[config.mk]
export PLATFORM = sky130hd
export DESIGN_NAME = pfs_top
export DESIGN_NICKNAME = d
export VERILOG_FILES = /design/src/pfs_pkg.sv /design/src/pfs_sync.sv /design/src/pfs_top.sv
export SDC_FILE = /design/constraint.sdc
export NUM_CORES = 1
export LEC_CHECK = 0
export BUFFER_PORTS_ARGS = -buffer_cell sky130_fd_sc_hd__buf_2
export CAP_MARGIN = 5
export CORE_MARGIN = 4
export CORE_UTILIZATION = 50
export CTS_CLUSTER_DIAMETER = 60
export DETAILED_ROUTE_END_ITERATION = 16
export PLACE_DENSITY = 0.78
export SYNTH_ARGS = -nofsm -noshare
export SYNTH_HDL_FRONTEND = slang
export SYNTH_HIERARCHICAL = 1
export SYNTH_SLANG_ARGS = --single-unit
[constraint.sdc]
create_clock -name aclk -period 2.65 [get_ports aclk]
set_clock_uncertainty 0.2 [all_clocks]
set_input_delay 0.1325 -clock aclk [delete_from_list [all_inputs] [get_ports aclk]]
set_output_delay 0.1325 -clock aclk [all_outputs]
set_load 0.05 [all_outputs]
[src/pfs_pkg.sv]
// Purpose: Shared constants for the port pin function select block.
// Assumes: AXI4-Lite register access, 32-bit data, one word per register.
// Notes: Register offsets are byte addresses on the register bus.
package pfs_pkg;

  // Register byte offsets.
  localparam logic [7:0] PFS_OFF_PD_HI_SEL4 = 8'h00;
  localparam logic [7:0] PFS_OFF_PE_LO_SEL4 = 8'h04;
  localparam logic [7:0] PFS_OFF_PB_LO_SEL1 = 8'h08;
  localparam logic [7:0] PFS_OFF_REQ_CTRL = 8'h0c;
  localparam logic [7:0] PFS_OFF_PA_STATE_HI = 8'h10;
  localparam logic [7:0] PFS_OFF_PA_STATE_LO = 8'h14;
  localparam logic [7:0] PFS_OFF_PD_STATE_HI = 8'h18;
  localparam logic [7:0] PFS_OFF_PD_STATE_LO = 8'h1c;

  // Address width used by the decoder.
  localparam int PFS_AW = 8;
  localparam int PFS_RW = 16;

  // Mode field layout.
  localparam int PFS_MODE_W = 3;
  localparam int PFS_D30_LSB = 8;
  localparam int PFS_E15_LSB = 12;
  localparam int PFS_B12_LSB = 0;

  // Mode codes.
  localparam logic [2:0] PFS_MODE_GPIO = 3'h0;
  localparam logic [2:0] PFS_MODE_ALT1 = 3'h1;
  localparam logic [2:0] PFS_MODE_ALT2 = 3'h2;
  localparam logic [2:0] PFS_MODE_REQ = 3'h3;
  localparam logic [2:0] PFS_MODE_ALT4 = 3'h4;

  // Reset values.
  localparam logic [15:0] PFS_RST_SEL = 16'h0000;
  localparam logic [15:0] PFS_RST_PD_HI_EXT = 16'h1111;
  localparam logic [15:0] PFS_RST_REQ_CTRL = 16'h0000;
  localparam logic [15:0] PFS_REQ_CTRL_MASK = 16'h0001;

  // Request control select bit: 0 interrupt request, 1 refresh request.
  localparam int PFS_REQ_SEL_BIT = 0;

  // Pin state positions of the pins whose readout can be blocked.
  localparam int PFS_A8_BIT = 8;
  localparam int PFS_D18_BIT = 2;

  // AXI response codes.
  localparam logic [1:0] PFS_RESP_OKAY = 2'h0;
  localparam logic [1:0] PFS_RESP_SLVERR = 2'h2;
  localparam logic [1:0] PFS_RESP_DECERR = 2'h3;

  // Write channel states.
  typedef enum logic [1:0] {
    PFS_WR_IDLE = 2'b01,
    PFS_WR_RESP = 2'b10
  } pfs_wr_state_t;

endpackage

[src/pfs_sync.sv]
// Purpose: Two flip-flop synchroniser for asynchronous pin levels.
// Assumes: Inputs are quasi-static levels; no bus coherence is implied.
// Notes: The first stage is read by the second stage only.
`timescale 1ns/100ps
module pfs_sync #(
  parameter int WIDTH = 1
) (
  // Clock, reset and enable.
  input wire logic aclk,
  input wire logic aresetn,
  input wire logic ce,
  // Data.
  input wire logic [WIDTH-1:0] async_in,
  output logic [WIDTH-1:0] sync_out
);

  logic [WIDTH-1:0] stage1; // First stage, may be metastable.
  logic [WIDTH-1:0] next_stage1; // Next first stage.
  logic [WIDTH-1:0] next_sync_out; // Next second stage.

  // Next values; both stages hold while the enable is low.
  always_comb begin
    next_stage1 = stage1;
    next_sync_out = sync_out;
    if (!aresetn) begin
      next_stage1 = '0;
      next_sync_out = '0;
    end else if (ce) begin
      next_stage1 = async_in;
      next_sync_out = stage1;
    end
  end

  // Register both stages.
  always_ff @(posedge aclk) begin
    stage1 <= next_stage1;
    sync_out <= next_sync_out;
  end

endmodule

[src/pfs_top.sv]
// Purpose: Pin function select and pin state readout for ports A, B, D, E.
// Assumes: AXI4-Lite slave on aclk; serial status comes from same clock.
// Notes: Pin outputs are registered, so a mode write shows one cycle late.
// Functional notes
// - D30 field bits 10:8, 011 drives request.
// - E15 field bits 14:12, 011 drives request.
// - Control register picks interrupt or refresh output.
// - D select fields reset 000, 001 if external.
// - Port A state registers read live pins.
// - A8 serial, transmit 0, direction 0: unreadable.
// - B12 field bits 2:0 selects its function.
`timescale 1ns/100ps
module pfs_top
  import pfs_pkg::*;
(
  // Clock, reset and enable.
  input wire logic aclk,
  input wire logic aresetn,
  input wire logic ce,
  // AXI4-Lite write address and data.
  input wire logic [PFS_AW-1:0] s_axi_awaddr,
  input wire logic [2:0] s_axi_awprot,
  input wire logic s_axi_awvalid,
  output logic s_axi_awready,
  input wire logic [31:0] s_axi_wdata,
  input wire logic [3:0] s_axi_wstrb,
  input wire logic s_axi_wvalid,
  output logic s_axi_wready,
  // AXI4-Lite write response.
  output logic [1:0] s_axi_bresp,
  output logic s_axi_bvalid,
  input wire logic s_axi_bready,
  // AXI4-Lite read.
  input wire logic [PFS_AW-1:0] s_axi_araddr,
  input wire logic [2:0] s_axi_arprot,
  input wire logic s_axi_arvalid,
  output logic s_axi_arready,
  output logic [31:0] s_axi_rdata,
  output logic [1:0] s_axi_rresp,
  output logic s_axi_rvalid,
  input wire logic s_axi_rready,
  // Mode strap, asynchronous level.
  input wire logic rom_disabled_ext_mode,
  // Live pin levels of ports A and D, asynchronous.
  input wire logic [31:0] port_a_pins,
  input wire logic [31:0] port_d_pins,
  // Serial interface status, same clock.
  input wire logic a8_serial_select,
  input wire logic d18_serial_select,
  input wire logic serial_transmit_enable,
  input wire logic serial_port_direction_bit,
  // Request sources.
  input wire logic interrupt_request_output,
  input wire logic refresh_request_output,
  // General-purpose port drive for the muxed pins.
  input wire logic port_d_pin_30_gpio_out,
  input wire logic port_d_pin_30_gpio_oe,
  input wire logic port_e_pin_15_gpio_out,
  input wire logic port_e_pin_15_gpio_oe,
  input wire logic port_b_pin_12_gpio_out,
  input wire logic port_b_pin_12_gpio_oe,
  // Alternate functions 1, 2, 3, 4 for pin B12.
  input wire logic [3:0] port_b_pin_12_alt_out,
  input wire logic [3:0] port_b_pin_12_alt_oe,
  // Pin drive.
  output logic port_d_pin_30_out,
  output logic port_d_pin_30_oe,
  output logic port_e_pin_15_out,
  output logic port_e_pin_15_oe,
  output logic port_b_pin_12_out,
  output logic port_b_pin_12_oe
);

  // Register offsets that hold a writable word.
  function automatic logic pfs_is_rw(input logic [PFS_AW-1:0] a);
    pfs_is_rw = (a == PFS_OFF_PD_HI_SEL4) || (a == PFS_OFF_PE_LO_SEL4) ||
                (a == PFS_OFF_PB_LO_SEL1) || (a == PFS_OFF_REQ_CTRL);
  endfunction

  // Offsets of the read-only pin state words.
  function automatic logic pfs_is_ro(input logic [PFS_AW-1:0] a);
    pfs_is_ro = (a == PFS_OFF_PA_STATE_HI) || (a == PFS_OFF_PA_STATE_LO) ||
                (a == PFS_OFF_PD_STATE_HI) || (a == PFS_OFF_PD_STATE_LO);
  endfunction

  // Request pin decode shared by D30 and E15; other codes keep GPIO.
  function automatic logic [1:0] pfs_req_pin(
    input logic [2:0] mode,
    input logic use_refresh,
    input logic irq,
    input logic refr,
    input logic gpo,
    input logic gpoe
  );
    if (mode == PFS_MODE_REQ) begin
      pfs_req_pin = {1'b1, use_refresh ? refr : irq};
    end else begin
      pfs_req_pin = {gpoe, gpo};
    end
  endfunction

  // Byte-lane merge of the low 16 bits of a write.
  function automatic logic [15:0] pfs_merge(
    input logic [15:0] old,
    input logic [31:0] wd,
    input logic [3:0] ws
  );
    pfs_merge = {ws[1] ? wd[15:8] : old[15:8], ws[0] ? wd[7:0] : old[7:0]};
  endfunction

  // Synchronised pin levels and strap.
  logic [64:0] pins_sync; // Strap, port D, port A.
  logic strap_sync; // Synchronised strap level.
  logic [31:0] pa_sync; // Port A levels.
  logic [31:0] pd_sync; // Port D levels.

  pfs_sync #(.WIDTH(65)) u_sync (
    .aclk(aclk),
    .aresetn(aresetn),
    .ce(ce),
    .async_in({rom_disabled_ext_mode, port_d_pins, port_a_pins}),
    .sync_out(pins_sync)
  );

  assign pa_sync = pins_sync[31:0];
  assign pd_sync = pins_sync[63:32];
  assign strap_sync = pins_sync[64];

  // Configuration registers.
  logic [15:0] port_d_high_function_select_4; // D31..D28 mode fields.
  logic [15:0] port_e_low_function_select_4; // E15 mode field and others.
  logic [15:0] port_b_low_function_select_1; // B12 mode field and others.
  logic [15:0] request_output_function_control; // Request source select.
  logic [15:0] next_pd_sel; // Next port D select.
  logic [15:0] next_pe_sel; // Next port E select.
  logic [15:0] next_pb_sel; // Next port B select.
  logic [15:0] next_req_ctrl; // Next request control.
  logic strap_done; // Strap has been applied once.
  logic [1:0] strap_wait; // Lets the synchroniser fill after reset.
  logic next_strap_done; // Next strap flag.
  logic [1:0] next_strap_wait; // Next strap wait count.

  // Write channel state.
  pfs_wr_state_t wr_state; // Idle or answering.
  pfs_wr_state_t next_wr_state; // Next write state.
  logic have_aw; // Write address held.
  logic have_w; // Write data held.
  logic [PFS_AW-1:0] aw_hold; // Held write address.
  logic [31:0] w_hold; // Held write data.
  logic [3:0] ws_hold; // Held strobes.
  logic next_have_aw; // Next address flag.
  logic next_have_w; // Next data flag.
  logic [PFS_AW-1:0] next_aw_hold; // Next held address.
  logic [31:0] next_w_hold; // Next held data.
  logic [3:0] next_ws_hold; // Next held strobes.
  logic [1:0] next_bresp; // Next write response.
  logic do_write; // Both halves present this cycle.

  // Read channel state.
  logic [31:0] next_rdata; // Next read data.
  logic [1:0] next_rresp; // Next read response.
  logic next_rvalid; // Next read valid.
  logic [15:0] rd_word; // Decoded read word.
  logic block_a8; // A8 readout not possible.
  logic block_d18; // D18 readout not possible.

  // Pin drive next values.
  logic [1:0] d30_drive; // Enable and level for D30.
  logic [1:0] e15_drive; // Enable and level for E15.
  logic next_d30_out; // Next D30 level.
  logic next_d30_oe; // Next D30 enable.
  logic next_e15_out; // Next E15 level.
  logic next_e15_oe; // Next E15 enable.
  logic next_b12_out; // Next B12 level.
  logic next_b12_oe; // Next B12 enable.

  // Address and data are accepted once each; a write stalls both channels.
  assign s_axi_awready = !have_aw && (wr_state == PFS_WR_IDLE);
  assign s_axi_wready = !have_w && (wr_state == PFS_WR_IDLE);
  assign s_axi_arready = !s_axi_rvalid;
  assign do_write = have_aw && have_w && (wr_state == PFS_WR_IDLE);

  // Write channel and configuration next values.
  always_comb begin
    next_wr_state = wr_state;
    next_have_aw = have_aw;
    next_have_w = have_w;
    next_aw_hold = aw_hold;
    next_w_hold = w_hold;
    next_ws_hold = ws_hold;
    next_bresp = s_axi_bresp;
    next_pd_sel = port_d_high_function_select_4;
    next_pe_sel = port_e_low_function_select_4;
    next_pb_sel = port_b_low_function_select_1;
    next_req_ctrl = request_output_function_control;
    next_strap_done = strap_done;
    next_strap_wait = strap_wait;
    if (!aresetn) begin
      next_wr_state = PFS_WR_IDLE;
      next_have_aw = 1'b0;
      next_have_w = 1'b0;
      next_aw_hold = '0;
      next_w_hold = '0;
      next_ws_hold = '0;
      next_bresp = PFS_RESP_OKAY;
      next_pd_sel = PFS_RST_SEL;
      next_pe_sel = PFS_RST_SEL;
      next_pb_sel = PFS_RST_SEL;
      next_req_ctrl = PFS_RST_REQ_CTRL;
      next_strap_done = 1'b0;
      next_strap_wait = '0;
    end else if (ce) begin
      // The strap is sampled once the synchroniser holds a real level.
      if (!strap_done) begin
        if (strap_wait != 2'h2) begin
          next_strap_wait = strap_wait + 2'h1;
        end else begin
          next_strap_done = 1'b1;
          if (strap_sync) begin
            next_pd_sel = PFS_RST_PD_HI_EXT;
          end
        end
      end
      if (s_axi_awvalid && s_axi_awready) begin
        next_have_aw = 1'b1;
        next_aw_hold = s_axi_awaddr;
      end
      if (s_axi_wvalid && s_axi_wready) begin
        next_have_w = 1'b1;
        next_w_hold = s_axi_wdata;
        next_ws_hold = s_axi_wstrb;
      end
      case (wr_state)
        PFS_WR_IDLE: begin
          if (do_write) begin
            next_have_aw = 1'b0;
            next_have_w = 1'b0;
            next_wr_state = PFS_WR_RESP;
            next_bresp = PFS_RESP_OKAY;
            // Select fields take effect on the pins one cycle later.
            case (aw_hold)
              PFS_OFF_PD_HI_SEL4: begin
                next_pd_sel = pfs_merge(next_pd_sel, w_hold, ws_hold);
              end
              PFS_OFF_PE_LO_SEL4: begin
                next_pe_sel = pfs_merge(next_pe_sel, w_hold, ws_hold);
              end
              PFS_OFF_PB_LO_SEL1: begin
                next_pb_sel = pfs_merge(next_pb_sel, w_hold, ws_hold);
              end
              PFS_OFF_REQ_CTRL: begin
                next_req_ctrl = pfs_merge(next_req_ctrl, w_hold, ws_hold) &
                                PFS_REQ_CTRL_MASK;
              end
              default: begin
                // Pin state words ignore writes; others are unmapped.
                next_bresp = pfs_is_ro(aw_hold) ? PFS_RESP_SLVERR :
                             PFS_RESP_DECERR;
              end
            endcase
          end
        end
        PFS_WR_RESP: begin
          if (s_axi_bready) begin
            next_wr_state = PFS_WR_IDLE;
          end
        end
        default: begin
          next_wr_state = PFS_WR_IDLE;
        end
      endcase
    end
  end

  // Register the write channel and configuration.
  always_ff @(posedge aclk) begin
    wr_state <= next_wr_state;
    have_aw <= next_have_aw;
    have_w <= next_have_w;
    aw_hold <= next_aw_hold;
    w_hold <= next_w_hold;
    ws_hold <= next_ws_hold;
    s_axi_bresp <= next_bresp;
    port_d_high_function_select_4 <= next_pd_sel;
    port_e_low_function_select_4 <= next_pe_sel;
    port_b_low_function_select_1 <= next_pb_sel;
    request_output_function_control <= next_req_ctrl;
    strap_done <= next_strap_done;
    strap_wait <= next_strap_wait;
  end

  assign s_axi_bvalid = (wr_state == PFS_WR_RESP);

  // Serial pins with transmit and port direction both off cannot be read.
  assign block_a8 = a8_serial_select && !serial_transmit_enable &&
                    !serial_port_direction_bit;
  assign block_d18 = d18_serial_select && !serial_transmit_enable &&
                     !serial_port_direction_bit;

  // Read word decode; blocked pins read as zero.
  always_comb begin
    rd_word = '0;
    case (s_axi_araddr)
      PFS_OFF_PD_HI_SEL4: rd_word = port_d_high_function_select_4;
      PFS_OFF_PE_LO_SEL4: rd_word = port_e_low_function_select_4;
      PFS_OFF_PB_LO_SEL1: rd_word = port_b_low_function_select_1;
      PFS_OFF_REQ_CTRL: rd_word = request_output_function_control;
      PFS_OFF_PA_STATE_HI: rd_word = pa_sync[31:16];
      PFS_OFF_PA_STATE_LO: begin
        rd_word = pa_sync[15:0];
        if (block_a8) begin
          rd_word[PFS_A8_BIT] = 1'b0;
        end
      end
      PFS_OFF_PD_STATE_HI: begin
        rd_word = pd_sync[31:16];
        if (block_d18) begin
          rd_word[PFS_D18_BIT] = 1'b0;
        end
      end
      PFS_OFF_PD_STATE_LO: rd_word = pd_sync[15:0];
      default: rd_word = '0;
    endcase
  end

  // Read channel next values; one answer outstanding at a time.
  always_comb begin
    next_rdata = s_axi_rdata;
    next_rresp = s_axi_rresp;
    next_rvalid = s_axi_rvalid;
    if (!aresetn) begin
      next_rdata = '0;
      next_rresp = PFS_RESP_OKAY;
      next_rvalid = 1'b0;
    end else if (ce) begin
      if (s_axi_arvalid && s_axi_arready) begin
        next_rvalid = 1'b1;
        next_rdata = {16'h0000, rd_word};
        next_rresp = (pfs_is_rw(s_axi_araddr) || pfs_is_ro(s_axi_araddr)) ?
                     PFS_RESP_OKAY : PFS_RESP_DECERR;
      end else if (s_axi_rvalid && s_axi_rready) begin
        next_rvalid = 1'b0;
      end
    end
  end

  // Register the read channel.
  always_ff @(posedge aclk) begin
    s_axi_rdata <= next_rdata;
    s_axi_rresp <= next_rresp;
    s_axi_rvalid <= next_rvalid;
  end

  // Pin function mux for the two request-capable pins.
  assign d30_drive = pfs_req_pin(
    port_d_high_function_select_4[PFS_D30_LSB +: PFS_MODE_W],
    request_output_function_control[PFS_REQ_SEL_BIT],
    interrupt_request_output, refresh_request_output,
    port_d_pin_30_gpio_out, port_d_pin_30_gpio_oe);
  assign e15_drive = pfs_req_pin(
    port_e_low_function_select_4[PFS_E15_LSB +: PFS_MODE_W],
    request_output_function_control[PFS_REQ_SEL_BIT],
    interrupt_request_output, refresh_request_output,
    port_e_pin_15_gpio_out, port_e_pin_15_gpio_oe);

  // Pin drive next values, including the B12 alternate functions.
  always_comb begin
    next_d30_out = port_d_pin_30_out;
    next_d30_oe = port_d_pin_30_oe;
    next_e15_out = port_e_pin_15_out;
    next_e15_oe = port_e_pin_15_oe;
    next_b12_out = port_b_pin_12_out;
    next_b12_oe = port_b_pin_12_oe;
    if (!aresetn) begin
      next_d30_out = 1'b0;
      next_d30_oe = 1'b0;
      next_e15_out = 1'b0;
      next_e15_oe = 1'b0;
      next_b12_out = 1'b0;
      next_b12_oe = 1'b0;
    end else if (ce) begin
      {next_d30_oe, next_d30_out} = d30_drive;
      {next_e15_oe, next_e15_out} = e15_drive;
      case (port_b_low_function_select_1[PFS_B12_LSB +: PFS_MODE_W])
        PFS_MODE_ALT1: begin
          next_b12_out = port_b_pin_12_alt_out[0];
          next_b12_oe = port_b_pin_12_alt_oe[0];
        end
        PFS_MODE_ALT2: begin
          next_b12_out = port_b_pin_12_alt_out[1];
          next_b12_oe = port_b_pin_12_alt_oe[1];
        end
        PFS_MODE_REQ: begin
          next_b12_out = port_b_pin_12_alt_out[2];
          next_b12_oe = port_b_pin_12_alt_oe[2];
        end
        PFS_MODE_ALT4: begin
          next_b12_out = port_b_pin_12_alt_out[3];
          next_b12_oe = port_b_pin_12_alt_oe[3];
        end
        default: begin
          // Unused codes keep the general-purpose port on the pin.
          next_b12_out = port_b_pin_12_gpio_out;
          next_b12_oe = port_b_pin_12_gpio_oe;
        end
      endcase
    end
  end

  // Register the pin drive so the pins see no decode glitches.
  always_ff @(posedge aclk) begin
    port_d_pin_30_out <= next_d30_out;
    port_d_pin_30_oe <= next_d30_oe;
    port_e_pin_15_out <= next_e15_out;
    port_e_pin_15_oe <= next_e15_oe;
    port_b_pin_12_out <= next_b12_out;
    port_b_pin_12_oe <= next_b12_oe;
  end

endmodule

==> impl_results.rst <==
.. list-table::
   :header-rows: 1

   * - Metric
     - Value
   * - Starting density of the core
     - 50.9%
   * - Count of cells along the worst hold path
     - 5
   * - CP required
     - 2.85 ns
   * - DRC violation count after routing
     - 0
   * - Root Driver
     - sky130_fd_sc_hd__clkbuf_16
   * - EDFF count, synth
     - 0
   * - Count of input and output buffers
     - 157
   * - Worst-case reg-to-reg path depth
     - 6
   * - Maximum fanout count along the critical path
     - 24
   * - Synthesized area per cell
     - 10.2 µm²
   * - Slew at the pin closest to its max-slew limit
     - 0.928 ns
   * - Portion of total power attributed to combinational logic
     - 10.2%
   * - Number of primary I/O pins
     - 198
   * - Kind of critical path
     - in2reg
   * - Max-cap violations
     - 0
   * - Vias in the first global route
     - 8058
   * - Total negative slack
     - 0 ns
   * - First DRT Iteration DRCs
     - 630
   * - Maximum vdd ir drop
     - 594 µV
   * - Fraction of layout instances using a drive strength above 1
     - 19.6%
   * - Clk_lat worst skew
     - 0.52 ns
   * - Die ar.
     - 0.0229 mm²
   * - Power per cell area
     - 650 mW/mm²
   * - Number of inserted filler cells in the final layout
     - 1554
   * - Maximum clock frequency
     - 388 MHz
   * - Post-synthesis instance total
     - 1012
   * - Slack of the worst reg-to-reg path
     - 0.22 ns
   * - Critical R2R Launch
     - u_sync/sync_out[56]
   * - Aggregate routed wire length
     - 26100 µm
   * - Antenna violations before repair
     - 1
   * - Clock slew at reported path FFs
     - 0.06 ns
   * - Internal Dissipation
     - 6.63 mW
   * - Placed wire-length estimate after detailed placement
     - 17000 µm
   * - Die width
     - 151 µm
   * - Clock Power Share
     - 45.8%
   * - Synthesis Warnings
     - 6
   * - GRT met3 Usage
     - 3.72%
   * - Tcrit/Tclk final
     - 97.3%
   * - Clock Tree Buf Depth
     - 3
   * - Clock period minus final worst setup slack
     - 2.58 ns
   * - Global Route Usage Sum
     - 22.5%
   * - Fraction of the yosys area taken by sequential cells
     - 46.3%
   * - Synthesized area
     - 0.0103 mm²
   * - Unrepaired setup endpoints after global routing
     - no
   * - Final-report max-slew violation count
     - 0
   * - Min-Delay Endpoint
     - w_hold[6]
   * - Rows
     - 52
   * - Arrival time of the worst setup path
     - 2.78 ns
   * - Antenna diodes
     - 0
   * - Cts repair resizes
     - 0
   * - Buffers inserted during post-CTS setup optimization
     - 0
   * - Fraction of registers with async set or reset after synthesis
     - 0%
   * - Largest net degree at the start of global routing
     - 125
   * - Number of clock sinks
     - 238
   * - Number of detailed-routing iterations run before antenna repair
     - 6
   * - Leakage
     - 5.83 nW
   * - Met2 usage
     - 37.5%
   * - Switching power
     - 2.00 mW
   * - Routed via count
     - 8144
   * - Global-route wire length before repair
     - 41300 µm
   * - Syn-to-layout area delta
     - 29.0%
   * - Cell variety after synth
     - 55
   * - Congestion Overflow GR
     - 0
   * - GRT busiest layer
     - met2
   * - Worst slew margin
     - 38.1%
   * - Result of the run
     - completed
   * - Count of endpoints failing setup in the final report
     - 0
   * - Startpoint kind of the worst setup timing path
     - input pin
   * - Type of the most critical hold path
     - in2reg
   * - Share of total power consumed by net switching
     - 23.1%
   * - Sequential fraction of design power
     - 44.0%
   * - Met1 track demand over resource
     - 29.4%
   * - DIE HEIGHT
     - 151 µm
   * - Count of antenna-violating nets left after detailed routing
     - 0
   * - Final weighted congestion in routability-driven placement
     - 0.870
   * - Hold path start
     - s_axi_wvalid
   * - Worst Hold Margin
     - 0.0268 ns
   * - Core Area
     - 0.0202 mm²
   * - H-Tree Level Count
     - 1
   * - Via/cell ratio
     - 5.22
   * - TritonCTS buffer count
     - 26
   * - Detailed-route wire length per cell
     - 16.7 µm
   * - Hold violation total from the final report
     - 0
   * - Endpoint of the lowest-slack register-to-register path
     - s_axi_rdata[8]
   * - Clock tree from TritonCTS
     - built
   * - Primary flip-flop cell chosen by synthesis mapping
     - sky130_fd_sc_hd__dfxtp_1
   * - Total of flip-flops plus latches after synthesis
     - 238
   * - Net total in the final layout
     - 1423
   * - Kind of end point of the critical path
     - flop
power by group through the flow:
stage | Clock [mW] | Sequential, mW | Combinational [mW]
finish | 3.95 | 3.80 | 0.884
detailed placement | 0 | 3.87 | 0.726
global placement | 0 | 3.87 | 0.715
CTS | 4.00 | 3.80 | 0.871
global route | 4.14 | 3.81 | 0.962
floorplan | 0 | 3.87 | 0.558
routing by layer:
layer  vias to the layer above  wire length, µm
met2                       292            12400
li1                       4001                -
met5                         -                7
met4                         2              870
met1                      3782            11200
met3                        67             1680
cells in the mapped netlist (2+ instances only):
cell	instances	area share (%)
sky130_fd_sc_hd__buf_4	21	1.5
sky130_fd_sc_hd__mux4_2	6	1.3
sky130_fd_sc_hd__a221o_1	5	0.49
sky130_fd_sc_hd__buf_2	2	0.097
sky130_fd_sc_hd__nand3_1	19	0.92
sky130_fd_sc_hd__dfxtp_1	238	46
sky130_fd_sc_hd__o32ai_1	2	0.17
sky130_fd_sc_hd__a32oi_1	2	0.17
sky130_fd_sc_hd__and3_1	7	0.43
sky130_fd_sc_hd__a221oi_1	2	0.17
sky130_fd_sc_hd__mux2i_1	197	19
sky130_fd_sc_hd__buf_1	7	0.26
sky130_fd_sc_hd__mux2_2	13	1.4
sky130_fd_sc_hd__a31oi_1	3	0.18
sky130_fd_sc_hd__nand3_2	6	0.58
sky130_fd_sc_hd__o211ai_1	5	0.36
sky130_fd_sc_hd__a21oi_1	36	1.8
sky130_fd_sc_hd__nand2_1	103	3.8
sky130_fd_sc_hd__nand4_1	4	0.24
sky130_fd_sc_hd__buf_12	11	2.1
sky130_fd_sc_hd__or3b_2	3	0.26
sky130_fd_sc_hd__o21ai_0	33	1.6
sky130_fd_sc_hd__nor3_1	8	0.39
sky130_fd_sc_hd__and2_1	4	0.24
sky130_fd_sc_hd__a22oi_1	7	0.51
sky130_fd_sc_hd__a2bb2oi_1	3	0.26
sky130_fd_sc_hd__and3b_1	2	0.17
sky130_fd_sc_hd__nand2b_1	5	0.30
sky130_fd_sc_hd__nor2_1	27	0.98
sky130_fd_sc_hd__nand3b_1	12	0.88
sky130_fd_sc_hd__a22o_1	5	0.43
sky130_fd_sc_hd__inv_1	5	0.18
sky130_fd_sc_hd__clkbuf_1	42	1.5
sky130_fd_sc_hd__a31o_2	4	0.34
sky130_fd_sc_hd__nor2b_1	140	8.5
sky130_fd_sc_hd__nor3b_1	4	0.29
state kept, by name, indices dropped and copies added (netlist names), 2 cells and up:
| signal | flops |
|---|---|
| u_sync/stage1 | 65 |
| u_sync/sync_out | 65 |
| port_b_low_function_select_1 | 16 |
| port_d_high_function_select_4 | 16 |
| port_e_low_function_select_4 | 16 |
| s_axi_rdata | 16 |
| w_hold | 16 |
| aw_hold | 8 |
| s_axi_bresp | 2 |
| strap_wait | 2 |
| wr_state | 2 |
| ws_hold | 2 |
logic make-up after synthesis:
family | share of synthesized area, %
multiplexers | 21.9
other | 0.0364
XOR/XNOR | 0.0851
flip-flops | 46.3
AND/OR/NAND/NOR | 18.8
buffers and inverters | 5.77
adder cells (fa/ha/maj) | 0.122
AO/OA/AOI/OAI | 7.03
critical path, cell delays in order:
cell and delay (ns):
sky130_fd_sc_hd__buf_2 0.44, sky130_fd_sc_hd__buf_4 0.32, sky130_fd_sc_hd__mux2_2 0.39, sky130_fd_sc_hd__a22oi_1 0.19, sky130_fd_sc_hd__a211o_1 0.15, sky130_fd_sc_hd__dlygate4sd3_1 0.54
sky130_fd_sc_hd__a31oi_1 0.07, sky130_fd_sc_hd__dlygate4sd3_1 0.56
how the worst max path moves through the flow:
stage,from,endpoint,slack [ns],cells after the start
detailed placement,aw_hold[0],port_b_low_function_select_1[1],0.45,5
finish,s_axi_araddr[2],s_axi_rdata[8],0.07,8
CTS,s_axi_araddr[2],s_axi_rdata[8],0.14,8
global route,s_axi_araddr[2],s_axi_rdata[8],0.003,8
global placement,aw_hold[0],port_b_low_function_select_1[7],0.48,5
floorplan,aw_hold[0],port_d_high_function_select_4[10],0.43,4
final cells by class:
class                           instances  area [µm²]  share of cell area [%]
Multi-Input combinational cell        700        4990                    37.6
Sequential cell                       238        4760                    35.9
Timing Repair Buffer                  299        2200                    16.6
Clock buffer                           34         752                    5.66
Tap cell                              270         338                    2.54
Clock inverter                         14         210                    1.58
Inverter                                6        22.5                   0.170
through the flow:
stage                     power [mW]  instances  cell area, µm²  utilization, %  setup slack (ns)
after floorplan                 4.43       1027           10300               -             0.425
after global placement          4.58       1386           11000            54.6             0.485
after detailed placement        4.60       1386           11000            54.6             0.451
after CTS                       8.67       1561           13300            65.6             0.136
after global routing            8.91       1561           13300            65.6           0.00333
final                           8.63       1561           13300            65.6            0.0712
cells in the final DEF (no fill, tap or decap), types with 7 or more instances in the layout:
| cell type | Yosys | layout |
|---|---|---|
| sky130_fd_sc_hd__mux2i_1 | 197 | 197 |
| sky130_fd_sc_hd__nand3b_1 | 12 | 12 |
| sky130_fd_sc_hd__and3_1 | 7 | 7 |
| sky130_fd_sc_hd__dlygate4sd3_1 | 0 | 127 |
| sky130_fd_sc_hd__conb_1 | 1 | 16 |
| sky130_fd_sc_hd__buf_2 | 2 | 155 |
| sky130_fd_sc_hd__a22oi_1 | 7 | 7 |
| sky130_fd_sc_hd__nor2_1 | 27 | 27 |
| sky130_fd_sc_hd__a21oi_1 | 36 | 36 |
| sky130_fd_sc_hd__nand3_1 | 19 | 19 |
| sky130_fd_sc_hd__clkbuf_16 | 0 | 27 |
| sky130_fd_sc_hd__nand2_1 | 103 | 103 |
| sky130_fd_sc_hd__o21ai_0 | 33 | 33 |
| sky130_fd_sc_hd__nor3_1 | 8 | 8 |
| sky130_fd_sc_hd__buf_4 | 21 | 14 |
| sky130_fd_sc_hd__nor2b_1 | 140 | 140 |
| sky130_fd_sc_hd__dfxtp_1 | 238 | 238 |
| sky130_fd_sc_hd__mux2_2 | 13 | 13 |
repair_timing:
| item | CTS | global route |
|---|---|---|
| hold buffers | 127 | 0 |
| endpoints found under the setup margin | 0 | 0 |
| hold endpoints to repair | 164 | 0 |
(Power assumes the default switching activity.)
